File: src/shared/spc_defs.vh
/*
 * Register offsets, field positions, reset values and sizes of the
 * scalable PWM channel block.
 * Assumes an 8-bit register port with an 8-bit address.
 */
`ifndef SPC_DEFS_VH
`define SPC_DEFS_VH

// Register port widths
`define SPC_AW            8
`define SPC_DW            8

// Per-channel bit registers, bit n belongs to channel n
`define SPC_REG_ENABLE    8'h00
`define SPC_REG_POLARITY  8'h01
`define SPC_REG_CLKSEL_LO 8'h02
`define SPC_REG_CLKSEL_HI 8'h03
`define SPC_REG_CENTER    8'h04
// Prescaler: field A in [2:0], field B in [6:4]
`define SPC_REG_PRESCALE  8'h05
`define SPC_PRE_A_LSB     0
`define SPC_PRE_B_LSB     4
// Pair join, bit k joins channels 2k and 2k+1
`define SPC_REG_CONCAT    8'h06
// Control: bit 0 stops the prescaler input in wait mode
`define SPC_REG_CTRL      8'h07
`define SPC_CTRL_WAITSTOP 0
// Scale factors for the two scaled clocks, 0 means 256
`define SPC_REG_SCALE_A   8'h08
`define SPC_REG_SCALE_B   8'h09
// Live output levels, read only
`define SPC_REG_OUTPUTS   8'h0a
// Arrays, low three address bits pick the channel
`define SPC_BASE_PERIOD   5'h02
`define SPC_BASE_DUTY     5'h03
`define SPC_BASE_CNT_LO   5'h04
`define SPC_BASE_CNT_HI   5'h05

// Reset values
`define SPC_RST_BYTE      8'h00
`define SPC_RST_PERIOD    8'hff

// Clock source codes per channel {hi,lo}
`define SPC_SRC_A         2'h0
`define SPC_SRC_B         2'h1
`define SPC_SRC_SA        2'h2
`define SPC_SRC_SB        2'h3

// Prescaler counter width, largest division is 2 to the 7th
`define SPC_PRE_W         7

`endif

File: src/hdl/spc_channel.v
/*
 * One PWM channel: double-buffered period and duty, a dedicated counter,
 * left or center alignment and duty polarity.
 * Assumes tick_in is a one-cycle enable from the clock select logic.
 */
`timescale 1ns/10ps
module spc_channel #(
   parameter W = 16
) (
   // Clock and reset
   input  wire         clk_in,
   input  wire         rst_in,
   // Control
   input  wire         tick_in,
   input  wire         en_in,
   input  wire         pol_in,
   input  wire         center_in,
   input  wire [W-1:0] period_in,
   input  wire [W-1:0] duty_in,
   // Status and output
   output wire [W-1:0] cnt_out,
   output wire         pwm_out
);

   reg [W-1:0] cnt_q;
   reg [W-1:0] per_q;
   reg [W-1:0] dty_q;
   reg         up_q;
   reg         pwm_q;
   wire        at_top;
   wire        at_end;

   assign at_top  = ({1'b0, cnt_q} + {{W{1'b0}}, 1'b1}) >= {1'b0, per_q};
   assign at_end  = (per_q == {W{1'b0}}) ||
                    (center_in ? (!up_q && cnt_q <= {{(W-1){1'b0}}, 1'b1}) : at_top);
   assign cnt_out = cnt_q;
   assign pwm_out = pwm_q;

   ////////////////////////////////////////////////////////////////////////
   // Counter and buffer reload; new values only at zero or while disabled
   always @(posedge clk_in) begin
      if (rst_in) begin
         cnt_q <= {W{1'b0}};
         per_q <= {W{1'b0}};
         dty_q <= {W{1'b0}};
         up_q  <= 1'b1;
      end else if (!en_in) begin
         cnt_q <= {W{1'b0}};
         up_q  <= 1'b1;
         per_q <= period_in;
         dty_q <= duty_in;
      end else if (tick_in) begin
         if (at_end) begin
            cnt_q <= {W{1'b0}};
            up_q  <= 1'b1;
            per_q <= period_in;
            dty_q <= duty_in;
         end else if (!center_in) begin
            cnt_q <= cnt_q + {{(W-1){1'b0}}, 1'b1};
         end else if (up_q) begin
            cnt_q <= cnt_q + {{(W-1){1'b0}}, 1'b1};
            if (at_top)
               up_q <= 1'b0;
         end else begin
            cnt_q <= cnt_q - {{(W-1){1'b0}}, 1'b1};
         end
      end
   end

   ////////////////////////////////////////////////////////////////////////
   // Output: duty portion carries the polarity level, rest the inverse
   always @(posedge clk_in) begin
      if (rst_in)
         pwm_q <= 1'b0;
      else if (!en_in)
         pwm_q <= 1'b0;
      else
         pwm_q <= (cnt_q < dty_q) ? pol_in : ~pol_in;
   end

endmodule

File: src/hdl/spc_top.v
/*
 * Scalable PWM block: register port, prescaler, scaled clocks, clock
 * select and two to eight channels.
 * Assumes a single 100 MHz clock, a synchronous active-high reset and a
 * register master that never issues read and write in the same cycle.
 * The wait mode indication arrives from another domain and is synchronised.
 */
`timescale 1ns/10ps
`include "spc_defs.vh"

// Summary of operation
// - Two, four, six or eight channels, in pairs
// - Each channel has its own counter
// - Per-channel enable; output runs only when enabled
// - Polarity bit sets duty level high or low
// - Period and duty reload at zero or disabled
// - Per-channel left or center alignment
// - Eight 8-bit or four joined 16-bit channels
// - Four clock sources: A, B, scaled A, B
// - Optional prescaler clock stop in wait mode
// - Left period equals clock period times period
// - Polarity clear: high for period minus duty
// - Polarity set: high for duty counts
module spc_top #(
   parameter NCH = 8
) (
   // Clock and reset
   input  wire                  clk_in,
   input  wire                  rst_in,
   // Register port
   input  wire [`SPC_AW-1:0]    addr_in,
   input  wire [`SPC_DW-1:0]    wdata_in,
   input  wire                  wr_in,
   input  wire                  rd_in,
   output wire [`SPC_DW-1:0]    rdata_out,
   // System state
   input  wire                  wait_mode_in,
   // Channel outputs
   output wire [NCH-1:0]        pwm_out
);

   localparam NPAIR = NCH / 2;

   ////////////////////////////////////////////////////////////////////////
   // Register state
   reg  [7:0]                enable_q;
   reg  [7:0]                polarity_q;
   reg  [7:0]                clksel_lo_q;
   reg  [7:0]                clksel_hi_q;
   reg  [7:0]                center_q;
   reg  [7:0]                prescale_q;
   reg  [3:0]                concat_q;
   reg                       wait_stop_q;
   reg  [7:0]                scale_a_q;
   reg  [7:0]                scale_b_q;
   reg  [7:0]                period_q [0:7];
   reg  [7:0]                duty_q   [0:7];
   reg  [`SPC_DW-1:0]        rdata_q;
   reg  [`SPC_DW-1:0]        rdata_d;

   // Clock generation state
   reg                       wait_meta_q;
   reg                       wait_sync_q;
   reg  [`SPC_PRE_W-1:0]     pre_cnt_q;
   reg  [8:0]                sa_cnt_q;
   reg  [8:0]                sb_cnt_q;
   reg                       tick_sa_q;
   reg                       tick_sb_q;

   wire [7:0]                ch_mask;
   wire                      pre_run;
   wire [`SPC_PRE_W-1:0]     mask_a;
   wire [`SPC_PRE_W-1:0]     mask_b;
   wire                      tick_a;
   wire                      tick_b;
   wire [8:0]                sa_limit;
   wire [8:0]                sb_limit;
   wire [NCH-1:0]            pwm_w;
   wire [NCH*16-1:0]         cnt_w;
   wire [2:0]                idx;

   assign ch_mask   = (8'hff >> (8 - NCH));
   assign idx       = addr_in[2:0];
   assign rdata_out = rdata_q;
   assign pwm_out   = pwm_w;

   ////////////////////////////////////////////////////////////////////////
   // Register writes; bits of absent channels are never set
   always @(posedge clk_in) begin
      if (rst_in) begin
         enable_q    <= `SPC_RST_BYTE;
         polarity_q  <= `SPC_RST_BYTE;
         clksel_lo_q <= `SPC_RST_BYTE;
         clksel_hi_q <= `SPC_RST_BYTE;
         center_q    <= `SPC_RST_BYTE;
         prescale_q  <= `SPC_RST_BYTE;
         concat_q    <= 4'h0;
         wait_stop_q <= 1'b0;
         scale_a_q   <= `SPC_RST_BYTE;
         scale_b_q   <= `SPC_RST_BYTE;
      end else if (wr_in) begin
         case (addr_in)
            `SPC_REG_ENABLE:    enable_q    <= wdata_in & ch_mask;
            `SPC_REG_POLARITY:  polarity_q  <= wdata_in & ch_mask;
            `SPC_REG_CLKSEL_LO: clksel_lo_q <= wdata_in & ch_mask;
            `SPC_REG_CLKSEL_HI: clksel_hi_q <= wdata_in & ch_mask;
            `SPC_REG_CENTER:    center_q    <= wdata_in & ch_mask;
            `SPC_REG_PRESCALE:  prescale_q  <= wdata_in & 8'h77;
            // A pair can only be joined when its odd channel exists
            `SPC_REG_CONCAT:    concat_q    <= wdata_in[3:0] &
                                               {ch_mask[7], ch_mask[5], ch_mask[3], ch_mask[1]};
            `SPC_REG_CTRL:      wait_stop_q <= wdata_in[`SPC_CTRL_WAITSTOP];
            `SPC_REG_SCALE_A:   scale_a_q   <= wdata_in;
            `SPC_REG_SCALE_B:   scale_b_q   <= wdata_in;
            default: ;
         endcase
      end
   end

   ////////////////////////////////////////////////////////////////////////
   // Period and duty buffers, one pair of bytes per channel slot
   genvar g;
   generate
      for (g = 0; g < 8; g = g + 1) begin : g_buf
         always @(posedge clk_in) begin
            if (rst_in) begin
               period_q[g] <= `SPC_RST_PERIOD;
               duty_q[g]   <= `SPC_RST_BYTE;
            end else if (wr_in && idx == g && g < NCH) begin
               // Writes land in the buffer; the channel picks them up later
               if (addr_in[7:3] == `SPC_BASE_PERIOD)
                  period_q[g] <= wdata_in;
               if (addr_in[7:3] == `SPC_BASE_DUTY)
                  duty_q[g] <= wdata_in;
            end
         end
      end
   endgenerate

   ////////////////////////////////////////////////////////////////////////
   // Read data stands one cycle after the strobe and is zero otherwise
   always @* begin
      rdata_d = 8'h00;
      case (addr_in)
         `SPC_REG_ENABLE:    rdata_d = enable_q;
         `SPC_REG_POLARITY:  rdata_d = polarity_q;
         `SPC_REG_CLKSEL_LO: rdata_d = clksel_lo_q;
         `SPC_REG_CLKSEL_HI: rdata_d = clksel_hi_q;
         `SPC_REG_CENTER:    rdata_d = center_q;
         `SPC_REG_PRESCALE:  rdata_d = prescale_q;
         `SPC_REG_CONCAT:    rdata_d = {4'h0, concat_q};
         `SPC_REG_CTRL:      rdata_d = {7'h00, wait_stop_q};
         `SPC_REG_SCALE_A:   rdata_d = scale_a_q;
         `SPC_REG_SCALE_B:   rdata_d = scale_b_q;
         `SPC_REG_OUTPUTS:   rdata_d[NCH-1:0] = pwm_w;
         default: begin
            if (idx < NCH) begin
               case (addr_in[7:3])
                  `SPC_BASE_PERIOD: rdata_d = period_q[idx];
                  `SPC_BASE_DUTY:   rdata_d = duty_q[idx];
                  `SPC_BASE_CNT_LO: rdata_d = cnt_w[idx*16 +: 8];
                  `SPC_BASE_CNT_HI: rdata_d = cnt_w[idx*16 + 8 +: 8];
                  default:          rdata_d = 8'h00;
               endcase
            end
         end
      endcase
   end

   always @(posedge clk_in) begin
      if (rst_in)
         rdata_q <= 8'h00;
      else if (rd_in)
         rdata_q <= rdata_d;
      else
         rdata_q <= 8'h00;
   end

   ////////////////////////////////////////////////////////////////////////
   // Wait mode comes from the system controller's domain
   always @(posedge clk_in) begin
      if (rst_in) begin
         wait_meta_q <= 1'b0;
         wait_sync_q <= 1'b0;
      end else begin
         wait_meta_q <= wait_mode_in;
         wait_sync_q <= wait_meta_q;
      end
   end

   // Stopping the prescaler freezes every channel counter too, which is the
   // power saving; channels resume mid-period when wait mode ends
   assign pre_run = !(wait_stop_q && wait_sync_q);

   ////////////////////////////////////////////////////////////////////////
   // Prescaler: A and B are the bus clock divided by 2^n, n = 0..7
   always @(posedge clk_in) begin
      if (rst_in)
         pre_cnt_q <= {`SPC_PRE_W{1'b0}};
      else if (pre_run)
         pre_cnt_q <= pre_cnt_q + {{(`SPC_PRE_W-1){1'b0}}, 1'b1};
   end

   assign mask_a = ~({`SPC_PRE_W{1'b1}} << prescale_q[`SPC_PRE_A_LSB +: 3]);
   assign mask_b = ~({`SPC_PRE_W{1'b1}} << prescale_q[`SPC_PRE_B_LSB +: 3]);
   assign tick_a = pre_run && ((pre_cnt_q & mask_a) == mask_a);
   assign tick_b = pre_run && ((pre_cnt_q & mask_b) == mask_b);

   ////////////////////////////////////////////////////////////////////////
   // Scaled clocks: A or B divided by twice the scale, zero meaning 256
   assign sa_limit = {(scale_a_q == 8'h00) ? 9'h100 : {1'b0, scale_a_q}} * 9'h002 - 9'h001;
   assign sb_limit = {(scale_b_q == 8'h00) ? 9'h100 : {1'b0, scale_b_q}} * 9'h002 - 9'h001;

   always @(posedge clk_in) begin
      if (rst_in) begin
         sa_cnt_q  <= 9'h000;
         sb_cnt_q  <= 9'h000;
         tick_sa_q <= 1'b0;
         tick_sb_q <= 1'b0;
      end else begin
         tick_sa_q <= 1'b0;
         tick_sb_q <= 1'b0;
         if (tick_a) begin
            if (sa_cnt_q >= sa_limit) begin
               sa_cnt_q  <= 9'h000;
               tick_sa_q <= 1'b1;
            end else begin
               sa_cnt_q <= sa_cnt_q + 9'h001;
            end
         end
         if (tick_b) begin
            if (sb_cnt_q >= sb_limit) begin
               sb_cnt_q  <= 9'h000;
               tick_sb_q <= 1'b1;
            end else begin
               sb_cnt_q <= sb_cnt_q + 9'h001;
            end
         end
      end
   end

   ////////////////////////////////////////////////////////////////////////
   // Channels. In a joined pair the odd channel runs 16 bits wide with the
   // even channel's bytes as the high half; the even channel is held off
   // and the pair uses the odd channel's enable, polarity, clock and mode.
   generate
      for (g = 0; g < NCH; g = g + 1) begin : g_ch
         wire        joined;
         wire [1:0]  src;
         reg         tick;
         wire [15:0] per;
         wire [15:0] dty;

         assign joined = concat_q[g / 2];
         assign src    = {clksel_hi_q[g], clksel_lo_q[g]};

         // Clock source select per channel
         always @* begin
            case (src)
               `SPC_SRC_A:  tick = tick_a;
               `SPC_SRC_B:  tick = tick_b;
               `SPC_SRC_SA: tick = tick_sa_q;
               `SPC_SRC_SB: tick = tick_sb_q;
               default:     tick = 1'b0;
            endcase
         end

         if (g % 2 == 1) begin : g_odd
            assign per = joined ? {period_q[g - 1], period_q[g]} : {8'h00, period_q[g]};
            assign dty = joined ? {duty_q[g - 1], duty_q[g]} : {8'h00, duty_q[g]};
         end else begin : g_even
            assign per = {8'h00, period_q[g]};
            assign dty = {8'h00, duty_q[g]};
         end

         spc_channel #(
            .W (16)
         ) u_ch (
            .clk_in    (clk_in),
            .rst_in    (rst_in),
            .tick_in   (tick),
            .en_in     (enable_q[g] && !(joined && (g % 2 == 0))),
            .pol_in    (polarity_q[g]),
            .center_in (center_q[g]),
            .period_in (per),
            .duty_in   (dty),
            .cnt_out   (cnt_w[g*16 +: 16]),
            .pwm_out   (pwm_w[g])
         );
      end
   endgenerate

endmodule

File: config.mk
export PLATFORM = sky130hd
export DESIGN_NAME = spc_top
export DESIGN_NICKNAME = d
export VERILOG_FILES = /design/src/hdl/spc_channel.v /design/src/hdl/spc_top.v
export VERILOG_INCLUDE_DIRS = /design/src /design/src/shared
export SDC_FILE = /design/constraint.sdc
export NUM_CORES = 2
export LEC_CHECK = 0
export BUFFER_PORTS_ARGS = -buffer_cell sky130_fd_sc_hd__buf_2
export CAP_MARGIN = 10
export CORE_MARGIN = 4
export CORE_UTILIZATION = 60
export DETAILED_ROUTE_END_ITERATION = 8
export HOLD_SLACK_MARGIN = 0.12
export PLACE_DENSITY_LB_ADDON = 0.3
export SLEW_MARGIN = 20
export SYNTH_ARGS = -nofsm -noshare
export SYNTH_HDL_FRONTEND = slang
export SYNTH_SLANG_ARGS = --single-unit
File: constraint.sdc
create_clock -name clk_in -period 5.02 [get_ports clk_in]
set_clock_uncertainty 0.1 [all_clocks]
set_input_delay 1.004 -clock clk_in [delete_from_list [all_inputs] [get_ports clk_in]]
set_output_delay 1.004 -clock clk_in [all_outputs]
set_load 0.05 [all_outputs]
Word level (Yosys, flattened, before mapping)
Memory sizes are Yosys's and may differ from the RTL's.
Index checks and enable logic that the tools add are counted.

operators by class
  multiplexer cells = 212
  bitwise logic cells = 39
  equality and inequality tests = 63
  $add $sub $neg = 30
  $mul = 0
  shift operators = 4
  order comparisons = 26
  reductions and logical operators = 109
  div/mod/pow operators = 0

operators by type and width
  operator                 number
  $mux W16                 56
  $mux W8                  42
  $add A16 B1 Y17 const B  8
  $add A16 B1 Y16 const B  8
  $le A16 B1 Y1 const B    8
  $logic_not A16 Y1        8
  $shiftx A128 B8 Y8       1
  $shiftx A128 B9 Y8       1
  $sub A16 B1 Y16 const B  8
  $mux W1                  102
  $pmux W8 S11             1
  $ge A17 B16 Y1           4
  $ge A17 B8 Y1            4
  $lt A16 B16 Y1           4
  $lt A16 B8 Y1            4
  $reduce_and A2 Y1        26
  $eq A2 B2 Y1 const B     16
  $eq A8 B3 Y1 const B     4
  $pmux W1 S4              8
  $pmux W8 S4              1
  $eq A8 B4 Y1 const B     3
  $logic_not A8 Y1         3
  $logic_and A1 B1 Y1      23
  $reduce_or A2 Y1         11
  27 further kinds         129

storage, ports and cells
  flip-flop bits (word level) = 440
  input port bits = 21
  bits in latches = 0
  bits in read-only memories = 0
  memories kept = 2
  logic and storage cells = 543
  bits in writable memories = 128
  output and inout port bits = 16

memories
  name      words  width  read ports  clocked after memory_dff  wr ports  RTL line      RTL
  duty_q    8      8      9           0                         8         spc_top.v:57  reg [7:0] duty_q [0:7];
  period_q  8      8      9           0                         8         spc_top.v:56  reg [7:0] period_q [0:7];

Logic depth before layout (Yosys ltp)
  depth after elaboration = 8
  depth in mapped cells = 18
  mapped depth without buffers = 14

Modules after synthesis
From an unflattened synthesis, not the netlist that was laid out.

unflattened totals
  cell total of the unflattened synthesis = 4508
  area, all modules = 40349.9 sq um

modules (own cells, without submodules)
  module                           sequential area each (sq um)  cells each  area each (sq um)  times used
  spc_channel at g_ch[0].u_ch ...  1001.0                        411         3380.7             7
  spc_top                          5925.7                        1181        12961.2            1
  spc_channel at g_ch[4].u_ch      1001.0                        450         3723.6             1

Worst setup path after synthesis
Ideal clock, no wire load.

  path type = register -> register
  start = register g_ch[7].u_ch.cnt_q[4]
  end = register g_ch[7].u_ch.dty_q[10]
  slack = 1179 ps
  arrival time = 3612 ps
  setup time = 129 ps
  buffers on the path = 2
  period minus slack after synthesis = 3841 ps
  data required time = 4791 ps
  stages on the path, launching flop included = 13
  cell sequence = dfxtp_1 > clkbuf_1 > nand3_1 > nor4_1 > nand3_1 > xnor2_1 > ha_1 > nand3_1 > a2111oi_0 > nor3_2 > o21ai_4 > buf_6 > o31ai_1

between the ends
  word-level cells in the longest chain between the ends = 6
  elaborated cells on any way between the ends = 8
  classes of those cells = 1 x add/sub; 2 x order compare; 1 x eq/ne; 1 x mux; 3 x reduce/logical

ends and longest elaborated chain
  what                                                   RTL line                            RTL
  from (decl)                                            spc_channel.v:25                    reg [W-1:0] cnt_q;
  from (signal assigned)                                 spc_channel.v:43                    cnt_q <= {W{1'b0}};
  from (signal assigned)                                 spc_channel.v:48                    cnt_q <= {W{1'b0}};
  from (signal assigned)                                 spc_channel.v:54                    cnt_q <= {W{1'b0}};
  $add A16 B1 Y17 or $le A16 B1 Y1 (tied branches)       spc_channel.v:33, spc_channel.v:35
  $ge A17 B16 Y1 or $logic_and A1 B1 Y1 (tied branches)  spc_channel.v:33, spc_channel.v:35
  $mux W1 (*)                                            spc_channel.v:35                    (center_in ? (!up_q && cnt_q <= {{(W-1){1'b0}}, 1'b1}) : at_top);
  $logic_or A1 B1 Y1 (*)                                 spc_channel.v:34                    assign at_end = (per_q == {W{1'b0}}) ||
  $ne A2 B1 Y1 (no line) (*)                             n/a
  $reduce_and A2 Y1 (no line) (*)                        n/a
  to (signal assigned)                                   spc_channel.v:45                    dty_q <= {W{1'b0}};
  to (signal assigned)                                   spc_channel.v:51                    dty_q <= duty_in;
  to (signal assigned)                                   spc_channel.v:57                    dty_q <= duty_in;
  to (decl)                                              spc_channel.v:27                    reg [W-1:0] dty_q;

Every way passes the cells marked *; elsewhere a longest branch is shown, timed or not.
A chain may end at the register's enable or synchronous reset.

Worst setup path in the final report
  start = register g_ch[7].u_ch.cnt_q[0]
  end = register g_ch[7].u_ch.per_q[8]

between the ends
  word-level cells in the longest chain between the ends = 6
  elaborated cells on any way between the ends = 8
  classes of those cells = 1 x add/sub; 2 x order compare; 1 x eq/ne; 1 x mux; 3 x reduce/logical

ends and longest elaborated chain
  what                                                   RTL line                            RTL
  $add A16 B1 Y17 or $le A16 B1 Y1 (tied branches)       spc_channel.v:33, spc_channel.v:35
  $ge A17 B16 Y1 or $logic_and A1 B1 Y1 (tied branches)  spc_channel.v:33, spc_channel.v:35
  $mux W1 (*)                                            spc_channel.v:35
  $logic_or A1 B1 Y1 (*)                                 spc_channel.v:34
  $ne A2 B1 Y1 (no line) (*)                             n/a
  $reduce_and A2 Y1 (no line) (*)                        n/a
  to (signal assigned)                                   spc_channel.v:44                    per_q <= {W{1'b0}};
  to (signal assigned)                                   spc_channel.v:50                    per_q <= period_in;
  to (signal assigned)                                   spc_channel.v:56                    per_q <= period_in;
  to (decl)                                              spc_channel.v:26                    reg [W-1:0] per_q;

Marks and branches as above.

==> impl_results.html <==
<table>
<tr><th>Metric</th><th>Value</th></tr>
<tr><th colspan="2">Synthesis</th></tr>
<tr><td>Yosys warning total</td><td>0</td></tr>
<tr><td>Post-synthesis area per instance</td><td>8.672 µm²</td></tr>
<tr><td>Count of flip-flops with a built-in enable after synthesis</td><td>around 130</td></tr>
<tr><td>Synth top area share</td><td>approximately a quarter</td></tr>
<tr><td>Fraction of registers with async set/reset</td><td>0%</td></tr>
<tr><td>Number of flip-flops and latches in the synthesized netlist</td><td>568</td></tr>
<tr><td>Post-synth top flop</td><td>dfxtp_1</td></tr>
<tr><td>Largest area contributor in the synthesized netlist</td><td>dfxtp_1</td></tr>
<tr><td>Synth unique cells</td><td>101</td></tr>
<tr><td>Share of synthesized area occupied by flip-flops and latches</td><td>around a third</td></tr>
<tr><td>Syn_nets</td><td>4,468</td></tr>
<tr><td>Largest cells by area after synthesis</td><td>dfxtp_1, edfxtp_1, ha_1, mux2i_1, nand2_1</td></tr>
<tr><td>Post-synth design cell area</td><td>36,580 µm²</td></tr>
<tr><td>Gate count of the mapped netlist</td><td>4,218</td></tr>
<tr><th colspan="2">Global routing</th></tr>
<tr><td>Vias in the first global route</td><td>30,480</td></tr>
<tr><td>Met2 track utilization from global routing</td><td>52.30%</td></tr>
<tr><td>Initial antenna violation count</td><td>4</td></tr>
<tr><td>Total grt overflow</td><td>0</td></tr>
<tr><td>Met1 GRT Util</td><td>between 40% and 50%</td></tr>
<tr><td>Aggregate global-route resource usage</td><td>35.53%</td></tr>
<tr><td>Global-route wire length before repair</td><td>180,900 µm</td></tr>
<tr><td>Global route hottest layer</td><td>met2</td></tr>
<tr><td>Maximum number of pins on one net before global-route repair</td><td>between 150 and 200</td></tr>
<tr><td>M3 GR Usage</td><td>9.958%</td></tr>
<tr><th colspan="2">Die</th></tr>
<tr><td>Width of the die</td><td>254.9 µm</td></tr>
<tr><td>Overall die height</td><td>roughly 250 µm</td></tr>
<tr><td>Overall die area</td><td>64,980 µm²</td></tr>
<tr><td>Core region area</td><td>a little over 60,000 µm²</td></tr>
<tr><td># IOs</td><td>37</td></tr>
<tr><td>Site Rows</td><td>90</td></tr>
<tr><td>Effective utilization at floorplan</td><td>60.60%</td></tr>
<tr><th colspan="2">Worst setup path</th></tr>
<tr><td>Worst Setup Path Type</td><td>reg2reg</td></tr>
<tr><td>Type of element capturing the critical path</td><td>register</td></tr>
<tr><td>Cells along the critical path</td><td>ha_1 -&gt; nand3_1 -&gt; nor4_1 -&gt; xor2_1 -&gt; ha_1 -&gt; nand2_1 -&gt; nor2_1 -&gt; o311ai_0 -&gt; a2111oi_1 -&gt; nor3_2 -&gt; buf_4 -&gt; o21ai_4 -&gt; o31ai_1</td></tr>
<tr><td>Type of element launching the critical path</td><td>register</td></tr>
<tr><td>CP dominant cell by count</td><td>ha_1</td></tr>
<tr><td>Slowest CP cell</td><td>a2111oi_1</td></tr>
<tr><td>Highest fanout seen on the critical path</td><td>19</td></tr>
<tr><td>Worst endpoint data arrival time</td><td>4.95 ns</td></tr>
<tr><td>Required time of the worst setup path</td><td>between 5 and 6 ns</td></tr>
<tr><td>Largest incremental delay on the critical path</td><td>0.71 ns</td></tr>
<tr><th colspan="2">Clock tree</th></tr>
<tr><td>Max clock buf depth</td><td>3</td></tr>
<tr><td>Number of clock sinks seen by CTS</td><td>roughly 570</td></tr>
<tr><td>Buffer cell driving the clock tree root</td><td>clkbuf_16</td></tr>
<tr><td>CTS tree</td><td>built</td></tr>
<tr><td>Number of CTS-inserted buffers</td><td>61</td></tr>
<tr><td>Clock-pin transition on the worst setup and hold timing paths</td><td>0.06 ns</td></tr>
<tr><td>H-tree lvl count</td><td>2</td></tr>
<tr><td>Worst-Skew Late Latency</td><td>0.64 ns</td></tr>
<tr><td>Hold_buf cts</td><td>0</td></tr>
<tr><th colspan="2">Timing</th></tr>
<tr><td>Final number of setup-violating endpoints</td><td>0</td></tr>
<tr><td>Final Critical Period</td><td>4.587 ns</td></tr>
<tr><td>Number of hold violations in the final report</td><td>0</td></tr>
<tr><td>Slew HR</td><td>24.26%</td></tr>
<tr><td>Slew at the pin closest to its max-slew limit</td><td>1.120 ns</td></tr>
<tr><td>Achievable Freq</td><td>218.0 MHz</td></tr>
<tr><td>Final Hold Slack</td><td>0.3540 ns</td></tr>
<tr><td>Setup repair after global routing missed its margin</td><td>false</td></tr>
<tr><td>Setup TNS Final</td><td>0 ns</td></tr>
<tr><td>Fraction of the cycle the final worst path needs</td><td>approximately nine tenths</td></tr>
<tr><td>Max Slew Vio Count</td><td>0</td></tr>
<tr><th colspan="2">Drt</th></tr>
<tr><td>Count of nets left with antenna violations after detail routing</td><td>0</td></tr>
<tr><td>Per-cell routed wire length</td><td>approximately 24 µm</td></tr>
<tr><td>Via count normalized by instance count</td><td>~6.8</td></tr>
<tr><td>Wire length after detailed routing</td><td>118,400 µm</td></tr>
<tr><td>Routed vias</td><td>33,430</td></tr>
<tr><td>Detailed-route DRC error count</td><td>0</td></tr>
<tr><td>Number of detailed-routing iterations run before antenna repair</td><td>7</td></tr>
<tr><td>Violation count after the first detailed-route iteration</td><td>5,195</td></tr>
<tr><th colspan="2">Cells and area</th></tr>
<tr><td>Share of final-layout standard cells stronger than drive strength 1</td><td>8.823%</td></tr>
<tr><td>Number of nets in the final layout</td><td>roughly 4,300</td></tr>
<tr><td>Most frequent standard cell in the layout excluding fill and tap cells</td><td>nand2_1</td></tr>
<tr><td>Most frequent cells in the layout</td><td>nand2_1, dfxtp_1, inv_1, nor2_1, ha_1</td></tr>
<tr><td>P&amp;R area growth vs syn</td><td>7.108%</td></tr>
<tr><th colspan="2">Run</th></tr>
<tr><td>Count of max-cap constraint violations</td><td>0</td></tr>
<tr><th colspan="2">Power</th></tr>
<tr><td>Leakage power total</td><td>15.07 nW</td></tr>
<tr><td>Maximum VDD drop</td><td>367.8 µV</td></tr>
<tr><td>Total power divided by cell area</td><td>266.1 nW/µm²</td></tr>
<tr><th colspan="2">Hold path</th></tr>
<tr><td>HP Class</td><td>reg2reg</td></tr>
<tr><th colspan="2">Placed design</th></tr>
<tr><td>RePlAce Congestion</td><td>~1.0</td></tr>
<tr><td>Post-DP HPWL</td><td>83,810 µm</td></tr>
<tr><td>PortBufs</td><td>36</td></tr>
<tr><th colspan="2">Run status</th></tr>
<tr><td>Result of the run</td><td>completed</td></tr>
</table>
routing by layer:
layer	wire length, µm	up-vias	part of all wire (%)
met5	27	-	0.023
met4	6685	4	5.6
met3	16540	477	14
met2	49630	2206	42
met1	45490	15660	38
li1	-	15080	-
worst max-delay path: cells and delay by family (launching register included):
family          cells  cell delay, ns
compound gates      4            1.56
simple gates        5            1.18
fa+ha+maj           2            0.62
flops               1            0.55
buf+inv             1            0.24
xor+xnor            1            0.15
area by class of cell:
cell class | instances | area [µm²]
antenna | 1 | 2.502
timing repair buffer | 122 | 862.1
multi-input combinational | 3085 | 21630
fill | 4945 | 21180
tap | 782 | 978.4
inverter | 246 | 928.4
clock buffer | 86 | 1765
clock inverter | 30 | 359.1
sequential | 568 | 12650
flip-flops by register name, summed over array words and instances (netlist names), 9 cells and up:
signal and count:
period_q 64, g_ch.u_ch.cnt_out 128, g_ch.u_ch.per_q 96, duty_q 64
g_ch.u_ch.dty_q 96, sb_cnt_q 9, sa_cnt_q 9
stage by stage:
step	std cells	worst slack, ns	util (%)	power (mW)	instance area (µm²)
6_report	4920	0.4335	64.91	10.43	39180
3_5_place_dp	4803	0.3876	61.38	5.667	37050
2_1_floorplan	4218	1.179	-	5.407	36580
4_1_cts	4919	0.3590	64.90	10.40	39170
5_1_grt	4919	0.04385	64.91	10.67	39180
3_3_place_gp	4803	0.5932	61.38	5.651	37050
cells by family (layout without fill, tap and decap cells):
family          after synthesis  after routing  share of synthesized area, %
buf+inv                     565            484                         6.331
xor+xnor                    154            154                         3.687
simple gates               1626           1626                         22.63
flops                       568            568                         34.59
fa+ha+maj                   229            229                         7.833
mux                         264            264                         9.844
other cells                   0              1                             0
compound gates              812            812                         15.09
Yosys cell counts, types with 59 or more instances:
| library cell | instances |
|---|---|
| and2_1 | 88 |
| o211ai_1 | 68 |
| xnor2_1 | 95 |
| and3_1 | 69 |
| inv_1 | 245 |
| dfxtp_1 | 440 |
| ha_1 | 229 |
| nand4_1 | 111 |
| a21o_1 | 61 |
| clkbuf_1 | 215 |
| a21oi_1 | 213 |
| or3_1 | 88 |
| o21ai_0 | 112 |
| xor2_1 | 59 |
| nand2_1 | 469 |
| nor3_1 | 101 |
| edfxtp_1 | 128 |
| nand3_1 | 206 |
| mux2i_1 | 182 |
| nor2_1 | 241 |
| mux4_2 | 76 |
what timing repair did:
| item | in CTS | in global routing |
|---|---|---|
| setup buffers | 0 | 0 |
| endpoints found under the setup margin | 0 | 19 |
| hold endpoints to repair | 0 | 0 |
| gates resized for setup | 0 | 1 |
power by group:
group,internal [mW],total (mW),switching [mW]
clock network,2.85,4.82,1.97
registers,4.79,4.94,0.152
logic,0.237,0.658,0.422
worst paths after layout:
kind | startpoint | end | slack (ns) | cells after the start
hold reg to reg | wait_meta_q | wait_sync_q | 0.35 | 1
setup reg to reg | g_ch[7].u_ch.cnt_out[0] | g_ch[7].u_ch.per_q[8] | 0.43 | 13
hold / removal | wait_meta_q | wait_sync_q | 0.35 | 1
setup / recovery | g_ch[7].u_ch.cnt_out[0] | g_ch[7].u_ch.per_q[8] | 0.43 | 13
No activity file was read; power rests on OpenSTA's default activity.
